### src/design/pwr_mode_pkg.sv
// Constants for the global power-mode controller.
// Assumes a 200 MHz ref_clk; all counts derive from that rate.
package pwr_mode_pkg;
   localparam int CLK_MHZ            = 200;
   // Wake times in microseconds and their cycle counts
   localparam int SLEEP_WAKE_US      = 15;
   localparam int SLEEP_WAKE_CYC     = SLEEP_WAKE_US * CLK_MHZ;
   localparam int HIB_WAKE_US        = 100;
   localparam int HIB_WAKE_CYC       = (HIB_WAKE_US * CLK_MHZ) - 1;
   // Boost converter switching, 400 kHz from 200 MHz
   localparam int BOOST_SW_KHZ       = 400;
   localparam int BOOST_HALF_CYC     = (CLK_MHZ * 1000) / (BOOST_SW_KHZ * 2);
   // Boost output code: 1.8 V to 5.0 V in 100 mV steps
   localparam int BOOST_MV_MIN       = 1800;
   localparam int BOOST_MV_MAX       = 5000;
   localparam int BOOST_MV_STEP      = 100;
   localparam logic [5:0] BOOST_CODE_MAX =
      6'((BOOST_MV_MAX - BOOST_MV_MIN) / BOOST_MV_STEP);
   // Startup oscillator selection
   localparam logic [1:0] OSC_SEL_48 = 2'h1;
   localparam logic [1:0] OSC_SEL_12 = 2'h2;
   // Resource bit of the processor inside a template
   localparam int CPU_BIT            = 0;
   // Mode request codes
   localparam logic [1:0] REQ_ALT    = 2'h1;
   localparam logic [1:0] REQ_SLEEP  = 2'h2;
   localparam logic [1:0] REQ_HIB    = 2'h3;
   // Resources left alive in sleep (forced set)
   localparam logic [15:0] SLEEP_KEEP = 16'h0000;
   typedef enum logic [2:0] {
      ST_ACTIVE, ST_ALT, ST_SLEEP, ST_HIB, ST_WAKE
   } pmode_t;
endpackage

### src/design/wake_timer.sv
// Down counter timing the resume from sleep or hibernate.
// Assumes start is a one-cycle pulse with a load value.
`timescale 1ns/1ps
`default_nettype none
module wake_timer #(
   parameter int W = 16
) (
   // Clock and reset
   input  wire logic         ref_clk,
   input  wire logic         rst,
   // Control
   input  wire logic         start,
   input  wire logic [W-1:0] load,
   // Status
   output logic              done
);
   logic [W-1:0] count;
   logic         run;

   always_ff @(posedge ref_clk or posedge rst)
   begin
      if (rst)
      begin
         count <= '0;
         run   <= 1'b0;
         done  <= 1'b0;
      end
      else
      begin
         done <= 1'b0;
         if (start)
         begin
            count <= load;
            run   <= 1'b1;
         end
         else if (run)
         begin
            if (count == '0)
            begin
               run  <= 1'b0;
               done <= 1'b1;
            end
            else
               count <= count - 1'b1;
         end
      end
   end
endmodule
`default_nettype wire

### src/design/power_mode_controller.sv
// Global power-mode controller: modes, clock gating, wakeup, boost control.
// Assumes synchronous inputs on ref_clk and firmware driving the plain ports.
`timescale 1ns/1ps
`default_nettype none
module power_mode_controller #(
   parameter int N_RES     = 16,
   parameter int N_IRQ     = 8,
   parameter int SLEEP_CYC = pwr_mode_pkg::SLEEP_WAKE_CYC,
   parameter int HIB_CYC   = pwr_mode_pkg::HIB_WAKE_CYC
) (
   // Clock and reset
   input  wire logic             ref_clk,
   input  wire logic             rst,
   // Templates and mode request
   input  wire logic [N_RES-1:0] active_template,
   input  wire logic [N_RES-1:0] alt_template,
   input  wire logic [1:0]       mode_req,
   input  wire logic             mode_req_wr,
   input  wire logic             cpu_off_req,
   // Wakeup sources
   input  wire logic [N_IRQ-1:0] irq_pending,
   input  wire logic [N_IRQ-1:0] irq_enable,
   input  wire logic             supervisor_irq,
   input  wire logic             timewheel_irq,
   input  wire logic             pin_irq,
   input  wire logic             external_reset_pin_n,
   input  wire logic             watchdog_timer,
   input  wire logic             precise_low_voltage_reset,
   // Boost and startup configuration
   input  wire logic [5:0]       boost_vsel,
   input  wire logic             boost_standby_req,
   input  wire logic             fast_startup,
   // Status and controls
   output logic [2:0]            global_mode,
   output logic [N_RES-1:0]      res_enable,
   output logic [N_RES-1:0]      clk_gate_en,
   output logic                  cpu_enable,
   output logic                  retain_hold,
   output logic [5:0]            boost_code,
   output logic                  boost_active,
   output logic                  boost_clk,
   output logic [1:0]            startup_osc_sel
);
   pwr_mode_pkg::pmode_t mode;
   logic                 wake_start;
   logic [15:0]          wake_load;
   logic                 wake_done;
   logic                 cpu_self_off;
   logic                 started;
   logic [7:0]           boost_div;

   // Level wake sources; reset type wakes from the active-low reset pin or the active-high watchdog and low-voltage inputs
   logic reset_wake;
   logic irq_wake;
   assign reset_wake = !external_reset_pin_n || watchdog_timer
                       || precise_low_voltage_reset;
   assign irq_wake = |(irq_pending & irq_enable) || supervisor_irq
                     || timewheel_irq || pin_irq;

   wake_timer #(.W(16)) u_wake_timer (
      .ref_clk (ref_clk),
      .rst     (rst),
      .start   (wake_start),
      .load    (wake_load),
      .done    (wake_done)
   );

   // Mode sequencer
   always_ff @(posedge ref_clk or posedge rst)
   begin
      if (rst)
      begin
         mode       <= pwr_mode_pkg::ST_ACTIVE;
         wake_start <= 1'b0;
         wake_load  <= '0;
      end
      else
      begin
         wake_start <= 1'b0;
         unique case (mode)
            pwr_mode_pkg::ST_ACTIVE, pwr_mode_pkg::ST_ALT:
            begin
               if (mode == pwr_mode_pkg::ST_ALT && (irq_wake || reset_wake))
                  mode <= pwr_mode_pkg::ST_ACTIVE;
               else if (mode_req_wr)
               begin
                  if (mode_req == pwr_mode_pkg::REQ_ALT)
                     mode <= pwr_mode_pkg::ST_ALT;
                  else if (mode_req == pwr_mode_pkg::REQ_SLEEP)
                     mode <= pwr_mode_pkg::ST_SLEEP;
                  else if (mode_req == pwr_mode_pkg::REQ_HIB)
                     mode <= pwr_mode_pkg::ST_HIB;
               end
            end
            pwr_mode_pkg::ST_SLEEP:
            begin
               if (irq_wake || reset_wake)
               begin
                  mode       <= pwr_mode_pkg::ST_WAKE;
                  wake_start <= 1'b1;
                  wake_load  <= 16'(SLEEP_CYC - 1);
               end
            end
            pwr_mode_pkg::ST_HIB:
            begin
               // Reset pin still acts as a real reset elsewhere
               if (pin_irq)
               begin
                  mode       <= pwr_mode_pkg::ST_WAKE;
                  wake_start <= 1'b1;
                  // Load, count-out and done add three cycles; total stays HIB_CYC
                  wake_load  <= 16'(HIB_CYC - 3);
               end
            end
            pwr_mode_pkg::ST_WAKE:
            begin
               if (wake_done)
                  mode <= pwr_mode_pkg::ST_ACTIVE;
            end
         endcase
      end
   end

   // Processor self-disable, cleared by the next wakeup
   always_ff @(posedge ref_clk or posedge rst)
   begin
      if (rst)
         cpu_self_off <= 1'b0;
      else if (irq_wake || reset_wake || mode == pwr_mode_pkg::ST_WAKE)
         cpu_self_off <= 1'b0;
      else if (cpu_off_req)
         cpu_self_off <= 1'b1;
   end

   // Resource enables and clock gates follow the active or alt template; sleep, hibernate and wake force SLEEP_KEEP
   always_ff @(posedge ref_clk or posedge rst)
   begin
      if (rst)
      begin
         res_enable  <= '1;
         clk_gate_en <= '1;
         cpu_enable  <= 1'b1;
         global_mode <= 3'h0;
         retain_hold <= 1'b0;
      end
      else
      begin
         global_mode <= mode;
         retain_hold <= (mode == pwr_mode_pkg::ST_HIB);
         unique case (mode)
            pwr_mode_pkg::ST_ACTIVE:
            begin
               res_enable  <= active_template;
               clk_gate_en <= active_template;
               cpu_enable  <= active_template[pwr_mode_pkg::CPU_BIT] && !cpu_self_off;
            end
            pwr_mode_pkg::ST_ALT:
            begin
               res_enable  <= alt_template;
               clk_gate_en <= alt_template;
               cpu_enable  <= alt_template[pwr_mode_pkg::CPU_BIT] && !cpu_self_off;
            end
            pwr_mode_pkg::ST_SLEEP, pwr_mode_pkg::ST_HIB, pwr_mode_pkg::ST_WAKE:
            begin
               res_enable  <= N_RES'(pwr_mode_pkg::SLEEP_KEEP);
               clk_gate_en <= N_RES'(pwr_mode_pkg::SLEEP_KEEP);
               cpu_enable  <= 1'b0;
            end
         endcase
         if (mode == pwr_mode_pkg::ST_WAKE && wake_done)
            cpu_enable <= 1'b1;
      end
   end

   // Boost output code, clamped to the legal range
   always_ff @(posedge ref_clk or posedge rst)
   begin
      if (rst)
         boost_code <= 6'h00;
      else if (boost_vsel > pwr_mode_pkg::BOOST_CODE_MAX)
         boost_code <= pwr_mode_pkg::BOOST_CODE_MAX;
      else
         boost_code <= boost_vsel;
   end

   // Boost mode: standby only honoured in sleep
   always_ff @(posedge ref_clk or posedge rst)
   begin
      if (rst)
         boost_active <= 1'b1;
      else
         boost_active <= !(boost_standby_req
                           && mode == pwr_mode_pkg::ST_SLEEP);
   end

   // 400 kHz switching clock, stopped in standby
   always_ff @(posedge ref_clk or posedge rst)
   begin
      if (rst)
      begin
         boost_div <= 8'h00;
         boost_clk <= 1'b0;
      end
      else if (!boost_active)
      begin
         boost_div <= 8'h00;
         boost_clk <= 1'b0;
      end
      else if (boost_div == 8'(pwr_mode_pkg::BOOST_HALF_CYC - 1))
      begin
         boost_div <= 8'h00;
         boost_clk <= !boost_clk;
      end
      else
         boost_div <= boost_div + 8'h01;
   end

   // Startup oscillator caught once after reset release
   always_ff @(posedge ref_clk or posedge rst)
   begin
      if (rst)
      begin
         started         <= 1'b0;
         startup_osc_sel <= 2'h0;
      end
      else if (!started)
      begin
         started         <= 1'b1;
         startup_osc_sel <= fast_startup ? pwr_mode_pkg::OSC_SEL_48
                                         : pwr_mode_pkg::OSC_SEL_12;
      end
   end

   // Resume cycle count and origin, kept only for the resume-time checks
   logic        from_hib;
   logic [15:0] wake_cycles;

   always_ff @(posedge ref_clk or posedge rst)
   begin
      if (rst)
      begin
         from_hib    <= 1'b0;
         wake_cycles <= 16'h0000;
      end
      else if (mode == pwr_mode_pkg::ST_WAKE)
         wake_cycles <= wake_cycles + 16'h0001;
      else
      begin
         from_hib    <= (mode == pwr_mode_pkg::ST_HIB);
         wake_cycles <= 16'h0000;
      end
   end

   AST_SLEEP_WAKE_TIME: assert property (@(posedge ref_clk) disable iff (rst)
      (mode == pwr_mode_pkg::ST_SLEEP && (irq_wake || reset_wake))
      |=> (mode == pwr_mode_pkg::ST_WAKE)[*8])
      else $error("sleep resume too short");
   AST_HIB_ONLY_PIN: assert property (@(posedge ref_clk) disable iff (rst)
      (mode == pwr_mode_pkg::ST_HIB && !pin_irq) |=> mode == pwr_mode_pkg::ST_HIB)
      else $error("hibernate left without pin interrupt");
   AST_WAKE_CPU_ON: assert property (@(posedge ref_clk) disable iff (rst)
      (mode == pwr_mode_pkg::ST_WAKE && wake_done) |=> cpu_enable
      && mode == pwr_mode_pkg::ST_ACTIVE)
      else $error("wakeup did not enable cpu");
   AST_ACTIVE_TEMPLATE: assert property (@(posedge ref_clk) disable iff (rst)
      (mode == pwr_mode_pkg::ST_ACTIVE && $stable(mode))
      |=> res_enable == $past(active_template))
      else $error("active template not applied");
   AST_CLK_GATE: assert property (@(posedge ref_clk) disable iff (rst)
      clk_gate_en == res_enable)
      else $error("clock gate differs from enable");
   AST_SLEEP_DISABLE: assert property (@(posedge ref_clk) disable iff (rst)
      mode == pwr_mode_pkg::ST_SLEEP |=> res_enable == N_RES'(pwr_mode_pkg::SLEEP_KEEP))
      else $error("sleep left resources on");
   AST_BOOST_ACTIVE: assert property (@(posedge ref_clk) disable iff (rst)
      (mode == pwr_mode_pkg::ST_ACTIVE || mode == pwr_mode_pkg::ST_ALT)
      ##1 $stable(mode) |-> boost_active)
      else $error("boost not active in active mode");
   AST_BOOST_RANGE: assert property (@(posedge ref_clk) disable iff (rst)
      boost_code <= pwr_mode_pkg::BOOST_CODE_MAX)
      else $error("boost code out of range");
   AST_NO_UNREQ_SLEEP: assert property (@(posedge ref_clk) disable iff (rst)
      (mode == pwr_mode_pkg::ST_ACTIVE && !mode_req_wr)
      |=> mode == pwr_mode_pkg::ST_ACTIVE)
      else $error("mode left without request");
   // Hibernate resume must stay strictly below the bound
   AST_HIB_WAKE_BOUND: assert property (@(posedge ref_clk) disable iff (rst)
      (mode == pwr_mode_pkg::ST_WAKE && from_hib) |-> wake_cycles < 16'(HIB_CYC))
      else $error("hibernate resume too long");
   AST_SLEEP_WAKE_MIN: assert property (@(posedge ref_clk) disable iff (rst)
      (mode == pwr_mode_pkg::ST_WAKE && !from_hib && wake_cycles < 16'(SLEEP_CYC))
      |=> mode == pwr_mode_pkg::ST_WAKE)
      else $error("sleep resume ended early");
   AST_SLEEP_WAKE_MAX: assert property (@(posedge ref_clk) disable iff (rst)
      (mode == pwr_mode_pkg::ST_WAKE && !from_hib)
      |-> wake_cycles <= 16'(SLEEP_CYC + 1))
      else $error("sleep resume too long");
endmodule
`default_nettype wire

### config.mk
export PLATFORM = sky130hd
export DESIGN_NAME = power_mode_controller
export DESIGN_NICKNAME = d
export VERILOG_FILES = /design/src/design/pwr_mode_pkg.sv /design/src/design/wake_timer.sv /design/src/design/power_mode_controller.sv
export SDC_FILE = /design/constraint.sdc
export NUM_CORES = 1
export LEC_CHECK = 0
export ABC_AREA = 1
export BUFFER_PORTS_ARGS = -buffer_cell sky130_fd_sc_hd__clkbuf_2
export CORE_MARGIN = 10
export CORE_UTILIZATION = 35
export DETAILED_ROUTE_END_ITERATION = 10
export PLACE_DENSITY = 0.65
export SLEW_MARGIN = 10
export SYNTH_ARGS = -nofsm -noshare
export SYNTH_HDL_FRONTEND = slang
export SYNTH_SLANG_ARGS = --single-unit
### constraint.sdc
create_clock -name ref_clk -period 2.25 [get_ports ref_clk]
set_input_delay 0.45 -clock ref_clk [delete_from_list [all_inputs] [get_ports ref_clk]]
set_output_delay 0.45 -clock ref_clk [all_outputs]
set_load 0.01 [all_outputs]
== Word level (Yosys, flattened, before mapping) ==
Index checks and enable logic that the tools add are counted.

* Eq/ne operators: 15
* Add/sub/neg operators: 2
* $mul: 0
* Reductions and logical operators: 27
* Bitwise gates (word level): 1
* Div/mod/pow operators: 0
* Shifts and indexed selects: 0
* $lt $le $gt $ge: 1
* Mux-type cells: 35

{| class="wikitable"
|+ Operators with widths
! cell !! count
|-
| $mux W16 || 5
|-
| $pmux W16 S3 || 1
|-
| $pmux W16 S2 || 1
|-
| $mux W3 || 8
|-
| $logic_not A16 Y1 || 1
|-
| $mux W8 || 2
|-
| $sub A16 B1 Y16 const B || 1
|-
| $mux W1 || 13
|-
| $pmux W3 S4 || 1
|-
| $add A8 B1 Y8 const B || 1
|-
| $and A8 B8 Y8 || 1
|-
| $eq A8 B8 Y1 const B || 1
|-
| $reduce_or A8 Y1 || 1
|-
| $logic_or A1 B1 Y1 || 7
|-
| $eq A3 B2 Y1 const B || 2
|-
| $gt A6 B6 Y1 const B || 1
|-
| $mux W6 || 1
|-
| $ne A2 B2 Y1 const B || 3
|-
| $reduce_bool A2 Y1 || 3
|-
| $logic_and A1 B1 Y1 || 5
|-
| $ne A5 B5 Y1 const B || 1
|-
| $reduce_and A5 Y1 || 1
|-
| $eq A2 B2 Y1 const B || 2
|-
| $logic_not A1 Y1 || 4
|-
| other kinds (13) || 14
|}

* ROM bits: 0
* Flip-flop bits (word level): 79
* Word-level logic and storage cells: 98
* Bits in latches: 0
* Memories kept: 0
* RAM bits: 0

== Longest topological paths before layout ==
* Depth in word-level cells: 9
* Gate-level depth with buffers: 11
* Gate-level depth less buffers: 11

== Hierarchy ==
From an unflattened synthesis, not the netlist that was laid out.

* Cells, all modules: 450
* Area total of the unflattened synthesis: 3509.6 um^2

{| class="wikitable"
|+ Modules (own cells, without submodules)
! module !! instances !! area an instance (um^2) !! cells an instance
|-
| power_mode_controller || 1 || 2207.1 || 257
|-
| wake_timer || 1 || 1302.5 || 193
|}

== Worst setup path before layout ==
Ideal clock, no wire load.

* Path type: register to register
* Start point: register u_wake_timer.count[0]
* End point: register u_wake_timer.count[10]
* Data arrival time: 1.408 ns
* Slack: 0.710 ns
* Data required time: 2.119 ns
* Buffers on the path: 1
* Period minus slack after synthesis: 1.540 ns
* Cell stages (with the launch flop): 11
* Path through: dfrtp_1 > inv_1 > ha_1 > nand3_2 > nor2_4 > nand2_2 > nand2_4 > nand2_4 > buf_6 > nor2_1 > a21oi_1

* Word-level cells in the longest chain between the ends: 4

{| class="wikitable"
|+ RTL lines
! item !! line !! RTL
|-
| start, declared || wake_timer.sv:17 || <nowiki>logic [W-1:0] count;</nowiki>
|-
| start signal, assigned || wake_timer.sv:33 || <nowiki>count <= load;</nowiki>
|-
| start signal, assigned || wake_timer.sv:44 || <nowiki>count <= count - 1'b1;</nowiki>
|-
| $sub A16 B1 Y16 || wake_timer.sv:44 ||
|-
| $mux W16 || wake_timer.sv:38 || <nowiki>if (count == '0)</nowiki>
|-
| $mux W16 || wake_timer.sv:36 || <nowiki>else if (run)</nowiki>
|-
| $mux W16 || wake_timer.sv:31 || <nowiki>if (start)</nowiki>
|}

Parallel ways exist; a longest one is shown, timed or not. The select of a mux whose other input is x is not followed.
A chain may end at the register's enable or synchronous reset.

== Worst setup path after layout ==
* Start point: register u_wake_timer.count[0]
* End point: register u_wake_timer.count[0]

Same word-level chain as after synthesis.

==> out/results.ini <==
[logic_synthesis]
synth-seq-cells=66
netlist_top_cells_count=nand2_1 (111), nor2_1 (63), dfrtp_1 (48)
synth_top_area_share_pct=35.7
yosys-top-cells-area=dfrtp_1 (36%), dfstp_2 (14%), nand2_1 (12%)
yosysSeqAreaShare_pct=49.8
syn_avg_cell_area_um2=7.95
syn_area_mm2=0.00336
yosysWarningCount=0
netlist_instances=423
synth_nets=494
synth_top_cell_by_area=dfrtp_1
synth.distinct_cells=36
yosysMostFrequentCell=nand2_1
synth_edf_count=0
synth-main-ff-cell=dfrtp_1
async_flop_share_pct=100

[setup_path]
critPathKind=reg2reg
cp.arrival_ns=2.06
r2r_slack_ns=0.40
end_kind=flip-flop
slowest_stage=dfrtp_1
required_ns=2.46
crit_path_max_incr_delay_ns=0.39
critPathMaxFanout=25
critPathLaunchType=flip-flop
path_cells=inv_1 > ha_1 > nand3_2 > nor2_4 > nand2_2 > nand2_4 > nand2_4 > inv_2 > nor2_1 > a21oi_1
crit_top_cell=nand2_4

[sta]
skew_ns=0.00888
period_share_pct=82.1
finalSetupViolations=0
slew_headroom_pct=55.2
maxSlewViolCount=0
hold_viol_final=0
setup_tns_ns=0
setup_slack_ns=0.403
timing.final.crit_period_ns=1.85
tightest_slew_ns=0.672
grt_setup_unrepaired=no
max_freq_mhz=541

[clock_tree]
root_buffer=clkbuf_8
postCtsSetupRepairBufs=0
cts_resized=0
cts_max_level=3
clk_latency_ns=0.34
cts_buffers=9
clk_path_buf_depth=2
clk_pin_slew_ns=0.07
cts.sinks=66
cts_tree=yes
holdBufCountCts=0

[place]
dpl.hpwl_mm=6.65
gp_congestion=0.805
post-place-ws_ns=0.411
port_buffers=114

[power_and_ir_drop]
power.density_mw_per_mm2=607
vdd_ir_drop_max_uv=270
p_leak_nw=2.37

[cells_and_area]
antenna_cells=0
drive_above_1_share_pct=32.2
fin_util_pct=45.3
area_growth_pct=25.0
fin_nets=597

[route]
via_count=2960
drt-vias-per-instance=4.48
dr.pass1.iters=4
wl_per_cell_um=12.6
ant_nets=0
drtIter0Drc=179
drc=0
routed_wl_mm=8.32

[global_route]
grt_max_degree=46
grt_use_total_pct=11.8
first_global_vias=2917
grt_pass1_wl_mm=13.8
grt-ovfl-total=0
grt_antenna_before_repair=0

[floorplanning]
start_util_pct=36.2
die_w_um=118
die_y_um=118
pin_count=115
rows=35
core-area_mm2=0.00928
dieArea_mm2=0.0139

[hold_path]
hp-class=in2async

[outcome]
outcome=complete, no violations

[flow_run]
drv_cap=0

==> registers in the layout, indices dropped and copies added, names as in the netlist <==
name and cells:
clk_gate_en 16, u_wake_timer.count 16, boost_div 8, boost_code 6, global_mode 3, mode 3
wake_load 3, startup_osc_sel 2, boost_active 1, boost_clk 1, cpu_enable 1, cpu_self_off 1
retain_hold 1, started 1, u_wake_timer.done 1, u_wake_timer.run 1, wake_start 1
==> through the flow <==
stage | area (um^2) | hold slack, ns | instances | total power, mW
6_report | 4200 | 0.116 | 660 | 2.55
5_1_grt | 4200 | 0.166 | 660 | 2.64
4_1_cts | 4200 | 0.129 | 660 | 2.57
3_5_place_dp | 3950 | 0.392 | 644 | 1.39
3_3_place_gp | 3950 | 0.392 | 644 | 1.38
2_1_floorplan | 3360 | 0.374 | 423 | 1.30
==> layout by cell type (no fill, tap or decap), types with 5 or more instances in the layout <==
cell	Yosys	routed
clkbuf_2	0	114
nor3_1	7	7
clkbuf_8	0	9
nand2_1	111	111
o21ai_0	15	15
dfrtp_1	48	48
inv_1	44	43
inv_2	4	5
dfstp_2	18	18
a21oi_1	15	15
nor2_1	63	63
nand3_1	34	34
==> path summary, 6_finish.rpt <==
| kind | startpoint | end | cells past startpoint |
|---|---|---|---|
| setup / recovery | u_wake_timer.count[0]$_DFFE_PP0P_ | u_wake_timer.count[0]$_DFFE_PP0P_ | 10 |
| max in group asynchronous | rst | clk_gate_en[0]$_DFF_PP1_ | 3 |
| hold reg to reg | mode[1]$_DFFE_PP0P_ | global_mode[1]$_DFF_PP0_ | 0 |
| min in group ref_clk | boost_standby_req | boost_active$_DFF_PP1_ | 2 |
| setup reg to reg | u_wake_timer.count[0]$_DFFE_PP0P_ | u_wake_timer.count[0]$_DFFE_PP0P_ | 10 |
| hold / removal | rst | startup_osc_sel[1]$_DFFE_PP0N_ | 2 |
==> kinds of logic after synthesis <==
| kind of cell | synth area share [%] |
|---|---|
| and+or+nand+nor | 30.5 |
| buffers and inverters | 10.4 |
| DFF | 49.8 |
| AOI/OAI and AO/OA | 7.55 |
| adders and majority gates | 1.12 |
| other | 0.111 |
| xor gates and xnor gates | 0.260 |
| muxes | 0.298 |
==> worst max-delay path, delay by kind of cell, from the launching register on <==
| family | cells | cell delay (ns) |
|---|---|---|
| simple gates | 6 | 0.82 |
| flops | 1 | 0.39 |
| fa+ha+maj | 1 | 0.24 |
| buf+inv | 2 | 0.16 |
| compound gates | 1 | 0.11 |
==> cell type report <==
class                   instances  area [um^2]
clock inverters                 3         47.5
clock buffers                  13          203
well taps                     129          161
fillers                       940         5080
flip-flops and latches         66         1670
multi-input cells             285         1340
inverters                      48          180
repair buffers                116          598
==> report_power, final <==
group | switching [mW] | internal [mW] | leakage [nW] | total, mW
sequential | 0.00570 | 1.20 | 0.817 | 1.20
clock | 0.471 | 0.721 | 0.126 | 1.19
combinational | 0.0838 | 0.0731 | 1.43 | 0.157
total | 0.560 | 1.99 | 2.37 | 2.55
==> per-layer routing <==
metal	GRT usage (%)	up-vias	wire, um
met5	0	-	0
met4	6.18	0	196
met3	2.69	12	331
met2	19.6	65	4200
met1	13.7	1358	3590
li1	-	1525	-
Note: power is estimated with default switching activity, not from simulation.
